==> src/rtl/twu_pkg.sv <==
// package for the triple watchdog unit: register indexes, field positions,
// reset values and lookup tables. assumes nothing of its surroundings.
package twu_pkg;
	// register indexes; byte address on the bus is four times the index
	localparam logic [15:0] IDX_PERIOD = 16'h008e;
	localparam logic [15:0] IDX_MAIN_CTL = 16'h00d8;
	localparam logic [15:0] IDX_IRQ_EN = 16'h00e8;
	localparam logic [15:0] IDX_LOCK_A = 16'h00c7;
	localparam logic [15:0] IDX_LOCK_B = 16'ha0d7;
	localparam logic [15:0] IDX_B_CF = 16'ha0d8;
	localparam logic [15:0] IDX_B_LO = 16'ha0d9;
	localparam logic [15:0] IDX_B_HI = 16'ha0da;
	localparam logic [15:0] IDX_C_CF = 16'ha0db;
	localparam logic [15:0] IDX_C_LO = 16'ha0dc;
	localparam logic [15:0] IDX_C_HI = 16'ha0dd;
	// reset values
	localparam logic [7:0] PERIOD_RST = 8'hc4;
	localparam logic [7:0] MAIN_CTL_RST = 8'h02;
	localparam logic [7:0] B_CF_RST = 8'ha7;
	localparam logic [15:0] B_LIM_RST = 16'h0fff;
	localparam logic [7:0] C_CF_RST = 8'hd1;
	localparam logic [15:0] C_LIMIT = 16'h00ff;
	// field positions
	localparam int PER_B2 = 2;
	localparam int PER_B1 = 7;
	localparam int PER_B0 = 6;
	localparam int WDC_IF = 3;
	localparam int WDC_RF = 2;
	localparam int MC_REN = 1;
	localparam int WDC_RST = 0;
	localparam int IRQ_EN_MAIN = 4;
	localparam int BCF_CLR = 7;
	localparam int BCF_REN = 6;
	localparam int BCF_RF = 5;
	localparam int BCF_IEN = 4;
	localparam int BCF_CS = 1;
	localparam int BCF_IF = 0;
	localparam int CCF_CLR = 7;
	localparam int CCF_RF = 2;
	// timed-access keys, first then second
	localparam logic [7:0] KEY_FIRST = 8'haa;
	localparam logic [7:0] KEY_SECOND = 8'h55;
	// log2 of main period per select code, entry 7 first
	localparam logic [7:0][4:0] MAIN_SHIFT = {5'd30, 5'd29, 5'd28, 5'd27,
		5'd26, 5'd23, 5'd20, 5'd17};
	// log2 of slow prescale per scaling code, entry 7 first
	localparam logic [7:0][4:0] SLOW_SHIFT = {5'd15, 5'd14, 5'd13, 5'd12,
		5'd8, 5'd8, 5'd8, 5'd8};
	typedef enum logic [1:0] {LK_IDLE = 2'b00, LK_HALF = 2'b01, LK_OPEN = 2'b10} twu_lock_e;
endpackage

==> src/rtl/twu_ta_lock.sv <==
// two-key write lock: key_first then key_second opens it for one write.
// assumes key and write strobes are one-cycle pulses on clk.
`timescale 1ns/1ps
`default_nettype none
module twu_ta_lock
	import twu_pkg::*;
(
	// clock and reset
	input wire logic clk,
	input wire logic rst_n,
	// write strobes
	input wire logic key_wr,
	input wire logic [7:0] key_data,
	input wire logic any_wr,
	// lock state
	output logic open
);
	typedef struct packed {
		twu_lock_e lk;
	} twu_lock_s;
	twu_lock_s st;
	twu_lock_s nx;
	always_comb
	begin
		nx = st;
		unique case (st.lk)
			LK_IDLE: if (key_wr && key_data == KEY_FIRST) nx.lk = LK_HALF;
			LK_HALF: if (any_wr) nx.lk = (key_wr && key_data == KEY_SECOND) ? LK_OPEN : LK_IDLE;
			LK_OPEN: if (any_wr) nx.lk = (key_wr && key_data == KEY_FIRST) ? LK_HALF : LK_IDLE;
			default: nx.lk = LK_IDLE;
		endcase
	end
	always_ff @(posedge clk or negedge rst_n)
	begin
		if (!rst_n)
			st <= '{lk: LK_IDLE};
		else
			st <= nx;
	end
	assign open = (st.lk == LK_OPEN);
endmodule // twu_ta_lock
`default_nettype wire

==> src/rtl/twu_slow_dog.sv <==
// 16-bit slow watchdog counter: counts ticks, pulses hit at the limit.
// assumes tick and clear are one-cycle pulses on clk.
`timescale 1ns/1ps
`default_nettype none
module twu_slow_dog
	import twu_pkg::*;
#(
	parameter int WIDTH = 16
)
(
	// clock and reset
	input wire logic clk,
	input wire logic rst_n,
	// control
	input wire logic tick,
	input wire logic clear,
	input wire logic [WIDTH-1:0] limit,
	// state
	output logic [WIDTH-1:0] count,
	output logic hit
);
	typedef struct packed {
		logic [WIDTH-1:0] cnt;
		logic hit;
	} twu_sd_s;
	twu_sd_s st;
	twu_sd_s nx;
	always_comb
	begin
		nx = st;
		nx.hit = 1'b0;
		if (clear)
			nx.cnt = '0; // [RULE8]
		else if (tick)
		begin
			if (st.cnt == limit)
			begin
				nx.cnt = '0;
				nx.hit = 1'b1; // [RULE14]
			end
			else
				nx.cnt = st.cnt + 1'b1;
		end
	end
	always_ff @(posedge clk or negedge rst_n)
	begin
		if (!rst_n)
			st <= '0;
		else
			st <= nx;
	end
	assign count = st.cnt;
	assign hit = st.hit;
endmodule // twu_slow_dog
`default_nettype wire

==> src/rtl/twu_top.sv <==
// triple watchdog unit: main clock-cycle watchdog plus two slow watchdogs.
// assumes an avalon-mm master on clk and a free-running slow oscillator pin.
//
// Summary of operation
// [RULE1] main timeout always sets main irq flag; only writing zero clears it.
// [RULE2] main reset flag set on main reset; cleared by rst_n or software.
// [RULE3] main timeout resets system only when reset enable set; control resets 0x02.
// [RULE4] writing one to restart zeroes main count; restart reads zero.
// [RULE5] restart works only while timed-access lock is open.
// [RULE6] period select picks 2^17 up to 2^30 cycles; resets to 111.
// [RULE7] slow_dog_b is 16-bit on slow oscillator; gives irq, wake or reset. the unit has no wake output; a hit gives only irq or reset.
// [RULE8] writing one to slow_dog_b clear zeroes its count; self-clearing.
// [RULE9] slow_dog_b resets system only while its reset enable is one.
// [RULE10] slow_dog_b reset sets its reset flag; software zero clears it.
// [RULE11] slow_dog_b irq only while its irq enable is one.
// [RULE12] prescale select divides slow clock by 2^8, 2^12..2^15.
// [RULE13] slow_dog_b irq sets its irq flag; software zero clears it.
// [RULE14] slow_dog_b count compared with 16-bit limit; match raises irq or reset.
// [RULE15] reading slow_dog_b limit bytes returns live count bytes.
// [RULE16] slow_dog_c always runs and cannot be disabled.
// [RULE17] slow_dog_c uses the same prescale select as slow_dog_b.
// [RULE18] writing one to slow_dog_c clear zeroes its count; self-clearing.
// [RULE19] slow_dog_c reset sets its reset flag; software zero clears it.
// [RULE20] slow_dog_c low limit read-only, resets 0xff, reads count low byte.
// [RULE21] main watchdog is 30-bit; timeout gives irq or system reset.
// [RULE22] main watchdog counts only while cpu clock runs.
// [RULE23] slow_dog_c resets system when count reaches its limit.
// [RULE24] main count runs from restart until select period, then times out.
// [RULE25] software unlocks timed access right before protected writes.
`timescale 1ns/1ps
`default_nettype none
module twu_top
	import twu_pkg::*;
#(
	parameter int MAIN_SHIFT_CUT = 0,
	parameter int SLOW_SHIFT_CUT = 0
)
(
	// clock and reset
	input wire logic clk,
	input wire logic rst_n,
	// avalon-mm slave
	input wire logic [17:0] avs_address,
	input wire logic avs_read,
	input wire logic avs_write,
	input wire logic [31:0] avs_writedata,
	output logic [31:0] avs_readdata,
	output logic avs_waitrequest,
	// slow oscillator pin and cpu clock run level
	input wire logic slow_osc_clock,
	input wire logic main_dog_run,
	// events
	output logic main_dog_irq,
	output logic slow_dog_b_irq,
	output logic sys_reset_req
);
	typedef struct packed {
		logic waitreq;
		logic [7:0] rdata;
		logic s1;
		logic s2;
		logic s3;
		logic [14:0] pre;
		logic tick;
		logic [2:0] period;
		logic m_ren;
		logic m_if;
		logic m_rf;
		logic m_ien;
		logic [29:0] mcount;
		logic b_ren;
		logic b_rf;
		logic b_ien;
		logic [2:0] cs;
		logic b_if;
		logic [15:0] b_limit;
		logic c_rf;
		logic irq_m;
		logic irq_b;
		logic rst_req;
	} twu_top_s;
	twu_top_s st;
	twu_top_s nx;
	logic [15:0] idx;
	logic req;
	logic wacc;
	logic [7:0] wd;
	logic w_ck;
	logic w_wdc;
	logic w_eie;
	logic w_bcf;
	logic w_blo;
	logic w_bhi;
	logic w_ccf;
	logic open_a;
	logic open_b;
	logic restart;
	logic [4:0] msh;
	logic [29:0] m_last;
	logic m_to;
	logic [4:0] dsh;
	logic [14:0] mask;
	logic rise;
	logic b_clr;
	logic c_clr;
	logic [15:0] b_count;
	logic [15:0] c_count;
	logic b_hit;
	logic c_hit;
	logic [7:0] rd;
	assign idx = avs_address[17:2];
	assign req = avs_read | avs_write;
	assign wacc = avs_write & ~st.waitreq;
	assign wd = avs_writedata[7:0];
	assign w_ck = wacc && idx == IDX_PERIOD;
	assign w_wdc = wacc && idx == IDX_MAIN_CTL;
	assign w_eie = wacc && idx == IDX_IRQ_EN;
	assign w_bcf = wacc && idx == IDX_B_CF && open_b; // [RULE25]
	assign w_blo = wacc && idx == IDX_B_LO && open_b;
	assign w_bhi = wacc && idx == IDX_B_HI && open_b;
	assign w_ccf = wacc && idx == IDX_C_CF && open_b;
	assign restart = w_wdc & wd[WDC_RST] & open_a; // [RULE5]
	assign msh = MAIN_SHIFT[st.period] - 5'(MAIN_SHIFT_CUT); // [RULE6]
	assign m_last = 30'((31'd1 << msh) - 31'd1);
	// a count left above a newly shortened period still times out
	assign m_to = main_dog_run & (st.mcount >= m_last) & ~restart; // [RULE24]
	assign dsh = SLOW_SHIFT[st.cs] - 5'(SLOW_SHIFT_CUT); // [RULE12]
	assign mask = 15'((16'd1 << dsh) - 16'd1);
	assign rise = st.s2 & ~st.s3;
	assign b_clr = w_bcf & wd[BCF_CLR]; // [RULE8]
	assign c_clr = w_ccf & wd[CCF_CLR]; // [RULE18]
	twu_ta_lock u_lock_a (
		.clk(clk),
		.rst_n(rst_n),
		.key_wr(wacc && idx == IDX_LOCK_A),
		.key_data(wd),
		.any_wr(wacc),
		.open(open_a)
	);
	twu_ta_lock u_lock_b (
		.clk(clk),
		.rst_n(rst_n),
		.key_wr(wacc && idx == IDX_LOCK_B),
		.key_data(wd),
		.any_wr(wacc),
		.open(open_b)
	);
	twu_slow_dog #(.WIDTH(16)) u_dog_b (
		.clk(clk),
		.rst_n(rst_n),
		.tick(st.tick), // [RULE7]
		.clear(b_clr),
		.limit(st.b_limit),
		.count(b_count),
		.hit(b_hit)
	);
	twu_slow_dog #(.WIDTH(16)) u_dog_c (
		.clk(clk),
		.rst_n(rst_n),
		.tick(st.tick), // [RULE17]
		.clear(c_clr), // [RULE16]
		.limit(C_LIMIT),
		.count(c_count),
		.hit(c_hit)
	);
	always_comb
	begin
		rd = 8'h00;
		case (idx)
			IDX_PERIOD: rd = {st.period[1:0], 3'b000, st.period[2], 2'b00};
			IDX_MAIN_CTL: rd = {4'h0, st.m_if, st.m_rf, st.m_ren, 1'b0}; // [RULE4]
			IDX_IRQ_EN: rd = 8'(st.m_ien) << IRQ_EN_MAIN;
			IDX_LOCK_A: rd = 8'(open_a);
			IDX_LOCK_B: rd = 8'(open_b);
			IDX_B_CF: rd = {1'b0, st.b_ren, st.b_rf, st.b_ien, st.cs, st.b_if};
			IDX_B_LO: rd = b_count[7:0]; // [RULE15]
			IDX_B_HI: rd = b_count[15:8]; // [RULE15]
			IDX_C_CF: rd = 8'(st.c_rf) << CCF_RF;
			IDX_C_LO: rd = c_count[7:0]; // [RULE20]
			IDX_C_HI: rd = c_count[15:8];
			default: rd = 8'h00;
		endcase
	end
	always_comb
	begin
		nx = st;
		// bus answer: one wait cycle, then data with waitrequest low
		if (req && st.waitreq)
		begin
			nx.waitreq = 1'b0;
			nx.rdata = avs_read ? rd : 8'h00;
		end
		else
			nx.waitreq = 1'b1;
		// slow pin sync and prescaler
		nx.s1 = slow_osc_clock;
		nx.s2 = st.s1;
		nx.s3 = st.s2;
		nx.pre = rise ? st.pre + 15'd1 : st.pre;
		nx.tick = rise && ((st.pre & mask) == mask); // [RULE12]
		// control fields
		if (w_ck)
			nx.period = {wd[PER_B2], wd[PER_B1], wd[PER_B0]};
		if (w_wdc)
			nx.m_ren = wd[MC_REN];
		if (w_eie)
			nx.m_ien = wd[IRQ_EN_MAIN];
		if (w_bcf)
		begin
			nx.b_ren = wd[BCF_REN];
			nx.b_ien = wd[BCF_IEN];
			nx.cs = wd[BCF_CS +: 3];
		end
		if (w_blo)
			nx.b_limit[7:0] = wd;
		if (w_bhi)
			nx.b_limit[15:8] = wd;
		// main watchdog count
		if (restart)
			nx.mcount = '0; // [RULE4]
		else if (main_dog_run) // [RULE22]
			nx.mcount = (st.mcount >= m_last) ? '0 : st.mcount + 30'd1; // [RULE21]
		// flags: hardware set wins over software clear
		nx.m_if = m_to | (st.m_if & ~(w_wdc & ~wd[WDC_IF])); // [RULE1]
		nx.m_rf = (m_to & st.m_ren) | (st.m_rf & ~(w_wdc & ~wd[WDC_RF])); // [RULE2]
		nx.b_if = (b_hit & st.b_ien) | (st.b_if & ~(w_bcf & ~wd[BCF_IF])); // [RULE13]
		nx.b_rf = (b_hit & st.b_ren) | (st.b_rf & ~(w_bcf & ~wd[BCF_RF])); // [RULE10]
		nx.c_rf = c_hit | (st.c_rf & ~(w_ccf & ~wd[CCF_RF])); // [RULE19]
		// outputs
		nx.irq_m = nx.m_if & nx.m_ien;
		nx.irq_b = nx.b_if & nx.b_ien; // [RULE11]
		nx.rst_req = (m_to & st.m_ren) | (b_hit & st.b_ren) | c_hit; // [RULE3] [RULE9] [RULE23]
	end
	always_ff @(posedge clk or negedge rst_n)
	begin
		if (!rst_n)
		begin
			st <= '0;
			st.waitreq <= 1'b1;
			st.period <= {PERIOD_RST[PER_B2], PERIOD_RST[PER_B1], PERIOD_RST[PER_B0]};
			st.m_ren <= MAIN_CTL_RST[MC_REN]; // [RULE3]
			st.b_ren <= B_CF_RST[BCF_REN];
			st.b_rf <= B_CF_RST[BCF_RF];
			st.b_ien <= B_CF_RST[BCF_IEN];
			st.cs <= B_CF_RST[BCF_CS +: 3];
			st.b_if <= B_CF_RST[BCF_IF];
			st.b_limit <= B_LIM_RST;
			st.c_rf <= C_CF_RST[CCF_RF];
		end
		else
			st <= nx;
	end
	assign avs_readdata = {24'h00_0000, st.rdata};
	assign avs_waitrequest = st.waitreq;
	assign main_dog_irq = st.irq_m;
	assign slow_dog_b_irq = st.irq_b;
	assign sys_reset_req = st.rst_req;
endmodule // twu_top
`default_nettype wire

==> config.mk <==
export PLATFORM = sky130hd
export DESIGN_NAME = twu_top
export DESIGN_NICKNAME = d
export VERILOG_FILES = /design/src/rtl/twu_pkg.sv /design/src/rtl/twu_ta_lock.sv /design/src/rtl/twu_slow_dog.sv /design/src/rtl/twu_top.sv
export SDC_FILE = /design/constraint.sdc
export NUM_CORES = 1
export LEC_CHECK = 0
export BUFFER_PORTS_ARGS = -buffer_cell sky130_fd_sc_hd__buf_4
export CORE_ASPECT_RATIO = 0.5
export CORE_MARGIN = 2
export CORE_UTILIZATION = 54
export CTS_CLUSTER_DIAMETER = 100
export CTS_CLUSTER_SIZE = 20
export DETAILED_ROUTE_END_ITERATION = 8
export PLACE_DENSITY = 0.77
export RECOVER_POWER = 25
export SYNTH_ARGS = -nofsm -noshare
export SYNTH_HDL_FRONTEND = slang
export SYNTH_SLANG_ARGS = --single-unit
==> constraint.sdc <==
create_clock -name clk -period 3.75 [get_ports clk]
set_clock_uncertainty 0.1 [all_clocks]
set_input_delay 0.5625 -clock clk [delete_from_list [all_inputs] [get_ports clk]]
set_output_delay 0.5625 -clock clk [all_outputs]
set_load 0.02 [all_outputs]
After elaboration in Yosys (flattened, before gate mapping):

Memories as Yosys holds them, arrays and structs flattened.
Index checks and enable logic that the tools add are counted.

* register bits after elaboration: 130
* ROM bits: 80
* input port bits: 56
* word-level logic and storage cells: 171
* memories: 2

Memory list
* (name not given): words 8, bits a word 5, rd ports 1, clocked after Yosys merged registers in 0, wr ports 0, line twu_top.sv:127 `assign dsh = SLOW_SHIFT[st.cs] - 5'(SLOW_SHIFT_CUT);`
* (name not given): words 8, bits a word 5, rd ports 1, clocked after Yosys merged registers in 0, wr ports 0, line twu_top.sv:123 `assign msh = MAIN_SHIFT[st.period] - 5'(MAIN_SHIFT_CUT);`

* $add $sub $neg: 6
* order comparisons: 3
* equality and inequality tests: 26
* shift operators: 2
* multiplexer cells: 32
* bitwise logic cells: 44
* reductions and logical operators: 26

Operators by type and width (number)
* equality test 16 bit (second input constant): 7
* 2-to-1 mux 30 bit: 3
* case mux 8 bit (11 select lines): 1
* equality test 16 x 8 -> 1 bit (second input constant): 5
* 2-to-1 mux 16 bit: 4
* 2-to-1 mux 17 bit: 2
* adder 16 x 1 -> 16 bit (second input constant): 2
* adder 30 x 1 -> 30 bit (second input constant): 1
* greater-or-equal comparator 30 bit: 1
* left shift 1 x 5 -> 30 bit (first input constant): 1
* subtractor 30 x 1 -> 30 bit (second input constant): 1
* AND 1 bit: 23
* logical AND 1 bit: 19
* equality test 16 bit: 1
* 2-to-1 mux 2 bit: 8
* adder 15 x 1 -> 15 bit (second input constant): 1
* AND 15 bit: 1
* equality test 15 bit: 1
* left shift 1 x 5 -> 15 bit (first input constant): 1
* subtractor 15 x 1 -> 15 bit (second input constant): 1
* NOT 1 bit: 12
* case mux 2 bit (3 select lines): 2
* 2-to-1 mux 5 bit: 2
* equality test 8 x 7 -> 1 bit (second input constant): 1
* 13 further kinds: 38

Depth between registers and ports, before layout:

* depth after elaboration: 10
* depth in mapped cells: 17
* gate-level depth less buffers: 16

Modules after synthesis:

A second synthesis with hierarchy kept.

* cells, all modules: 887
* area total of the unflattened synthesis: 8287.9 um2

Modules (own cells, without submodules)
* twu_top: times used 1, cells an instance 591, area an instance 5662.9 um2
* twu_slow_dog: times used 2, cells an instance 133, area an instance 1171.1 um2
* twu_ta_lock: times used 2, cells an instance 15, area an instance 141.4 um2

Worst setup path after synthesis:

Ideal clock, no wire load.

* path kind: register to register
* start point: reg st[61] (netlist name)
* end point: reg st (netlist bit sys_reset_req)
* library setup time: 0.132 ns
* data arrival time: 3.932 ns
* required time: 3.518 ns
* setup slack: -0.414 ns
* stages on the path, launching flop included: 17
* buffers on the path: 1
* cells stage by stage: dfstp_2 > inv_1 > ha_1 > clkbuf_1 > nor2_1 > nand2_1 > ha_1 > inv_1 > nor3_1 > nand2_1 > xnor2_1 > ha_1 > a21oi_1 > a21boi_0 > a2111oi_2 > and4b_1 > or3b_1

RTL lines
* start: declaration: line twu_top.sv:82 `twu_top_s st;`
* start signal: assignment: line twu_top.sv:251 `st <= nx;`

==> results.json <==
{
  "status": "finished with violations",
  "violations": "max-capacitance violations, max-slew violations, negative setup slack",
  "min_path_type": "in -> reg",
  "grt_overflow": 0,
  "power_density_nw_per_um2": 390,
  "viasPerCell": 6.03,
  "maxCapViolCount": 1,
  "synth_mux_area_frac": 0.0529,
  "ys_seq_area_frac": 0.411,
  "insertion_delay_ns": 0.42,
  "critPathCaptureType": "flop",
  "clock-root-buffer": "clkbuf_16",
  "crit_arrival_ns": 4.01,
  "r2r-start": "st[62]$_DFFE_PN1P_",
  "fillers": 1124,
  "holdCritStartpoint": "slow_osc_clock",
  "syn_to_final_growth_pct": 17.3,
  "place_inst": 1106,
  "max-slew-margin-rel": -0.171,
  "synth_enable_flop_cells": 0,
  "antenna_found_initial": 0,
  "finalNonFillerCells": 1149,
  "synth_seq_cells": 130,
  "r2r_slack_ns": -0.07,
  "crit_fanout": 5,
  "min_delay_worst_endpoint": "nx[81]$_DFF_PN0_",
  "cts_tree": "yes",
  "wire_per_inst_um": 17.3,
  "synthesis.area_um2": 7980,
  "drc": 0,
  "rsz0062_at_grt": "yes",
  "die_area_um2": 15800,
  "synth.distinct_cells": 69,
  "grt_start_max_net_pins": 69,
  "final_cell_mix": "109 x dfrtp_1, 87 x nand2_1, 75 x nor2_1, 74 x buf_4, 55 x o21ai_0",
  "synth_compound_area_frac": 0.125,
  "coreArea_um2": 14400,
  "wl_um": 19900,
  "rows": 31,
  "worstReg2RegEnd": "sys_reset_req$_DFF_PN0_",
  "synth-simple-area-share": 0.243,
  "yosys_warnings": 0,
  "holdPathStages": 1,
  "mostFrequentLayoutCell": "dfrtp_1",
  "ant_nets": 0,
  "fmax_mhz": 261,
  "crit_required_ns": 3.94,
  "fp.dieH_um": 89.9,
  "hold_violations": 0,
  "cts.sinks": 130,
  "antennaDiodeCount": 0,
  "syn_avg_cell_area_um2": 9.07,
  "synthAdderAreaFrac": 0.0392,
  "startpoint_type": "flop",
  "drt_iter0_markers": 791,
  "finalWorstSetupSlack_ns": -0.0741,
  "drive_gt1_frac": 0.213,
  "stdcell_area_um2": 9350,
  "p_total_mw": 3.64,
  "num_vias": 6930,
  "dr.pass1.iters": 7,
  "fin_crit_sh": 1.02,
  "initial_core_util": 0.553,
  "crit_type": "reg -> reg",
  "ir_drop_mv": 0.302,
  "setup_violations": 22,
  "min_period_ns": 3.82,
  "dieWidth_um": 176,
  "path_clk_slew_ns": 0.06,
  "io_buffers": 41,
  "synthCells": 879,
  "leakagePower_nw": 4.11,
  "cts_htree_levels": 4,
  "grt_pass1_vias": 6695,
  "fin_nets": 1019,
  "worst_slew_pin_slew_ns": 1.76,
  "place_area_um2": 8530,
  "reg2reg_depth": 15,
  "synth_top_family_by_area": "simple AND/OR/NAND/NOR gates",
  "cts_buffers": 17,
  "cts_buffer_depth": 2,
  "grt_pass1_wl_um": 32900,
  "slew_violations": 68,
  "hpwl_um": 13200,
  "synth_xor_area_frac": 0.0648,
  "ios": 92,
  "grt_usage": 0.256,
  "synth_flop_cell": "dfrtp_1",
  "async_flop_share": 1.00,
  "place_congestion": 0.826
}
==> repair_timing <==
item | in CTS | in global routing
hold buffers | 0 | 0
buffers inserted | 6 | 3
pin swaps | 17 | 20
gates cloned | 1 | 1
setup endpoints to repair | 27 | 32
resized for setup | 13 | 27
==> worst max-delay path, cell delays in order (launching register included) <==
cell	delay [ns]
dfstp_2	0.55
inv_2	0.07
ha_4	0.30
nand2_4	0.06
and3_2	0.24
nor2_2	0.12
o21ai_0	0.11
a21oi_2	0.12
a31oi_1	0.06
ha_1	0.33
nand4_1	0.12
o221ai_2	0.11
a41o_1	0.26
a2111oi_4	0.48
and4b_1	0.27
or3b_1	0.39
==> layout make-up <==
cell class	instances	area, um2	area share
Sequential cell	130	3280	0.351
Timing Repair Buffer	83	678	0.0725
Clock buffer	18	429	0.0459
Clock inverter	14	158	0.0169
Inverter	29	111	0.0119
Multi-Input combinational cell	677	4450	0.476
Tap cell	198	248	0.0265
==> layer usage <==
layer	wire length [um]	GRT usage	vias up	share of wire
met5	0	0	-	0
met4	295	0.0764	0	0.015
met3	1130	0.0381	30	0.057
met2	9910	0.438	243	0.50
met1	8570	0.340	3445	0.43
li1	-	-	3212	-
==> cell usage after synthesis (4+ instances only) <==
cell / n / share of area
dfrtp_1: 109 / 0.34
nand2_1: 90 / 0.042
nor2_1: 81 / 0.038
o21ai_0: 56 / 0.035
xnor2_1: 45 / 0.049
buf_4: 33 / 0.031
and3_1: 30 / 0.024
nand3_1: 30 / 0.019
inv_1: 28 / 0.013
nor3_1: 28 / 0.018
a21oi_1: 27 / 0.017
ha_1: 25 / 0.039
mux2_2: 25 / 0.035
nand4_1: 25 / 0.020
clkbuf_1: 21 / 0.0099
dfstp_2: 21 / 0.069
nor4_1: 18 / 0.014
a22oi_1: 15 / 0.014
mux2i_1: 14 / 0.018
xor2_1: 14 / 0.015
nand2b_1: 10 / 0.0078
nor2b_1: 10 / 0.0078
a21o_1: 9 / 0.0085
a31oi_1: 9 / 0.0071
nor3b_1: 9 / 0.0085
o22ai_1: 9 / 0.0071
buf_2: 6 / 0.0038
o221ai_1: 6 / 0.0066
nand3b_1: 5 / 0.0047
or2_2: 5 / 0.0039
or3_1: 5 / 0.0039
buf_1: 4 / 0.0019
nand4b_1: 4 / 0.0044
==> state kept, by name (all words and copies together), names as in the netlist, 2 cells and up <==
register	cells
u_lock_b.st	2
st	78
nx	2
u_dog_b.count	16
avs_readdata	8
u_dog_c.count	16
u_lock_a.st	2
==> worst max-delay path by stage <==
stage / start / endpoint / slack (ns) / depth (start not counted)
after floorplan: st[61]$_DFFE_PN1P_ / sys_reset_req$_DFF_PN0_ / 0.02 / 16
after global placement: st[61]$_DFFE_PN1P_ / sys_reset_req$_DFF_PN0_ / -0.07 / 17
after detailed placement: st[61]$_DFFE_PN1P_ / sys_reset_req$_DFF_PN0_ / -0.14 / 17
after CTS: st[61]$_DFFE_PN1P_ / sys_reset_req$_DFF_PN0_ / -0.09 / 16
after global routing: st[62]$_DFFE_PN1P_ / st[47]$_DFFE_PN0P_ / -0.25 / 17
final: st[62]$_DFFE_PN1P_ / sys_reset_req$_DFF_PN0_ / -0.07 / 15
==> through the flow <==
stage | hold WS, ns | setup TNS (ns) | util | setup WS, ns
4_1_cts | 0.140 | -0.374 | 0.640 | -0.0904
3_3_place_gp | 0.232 | -0.199 | 0.591 | -0.0681
5_1_grt | 0.160 | -4.95 | 0.648 | -0.252
2_1_floorplan | 0.167 | 0 | - | 0.0239
6_report | 0.168 | -0.461 | 0.648 | -0.0741
3_5_place_dp | 0.240 | -1.94 | 0.591 | -0.143
==> cells by family after synthesis <==
kind of cell    count (synthesis)
xor+xnor                       59
other cells                     2
compound gates                157
simple gates                  372
mux                            39
flops                         130
fa+ha+maj                      25
buf+inv                        95
==> report_power, final <==
part	internal [mW]	leakage [nW]	switching, mW
logic	0.147	2.23	0.213
clock network	0.988	0.273	0.674
registers	1.50	1.61	0.121
total	2.64	4.11	1.01
Note: power is estimated with default switching activity, not from simulation.
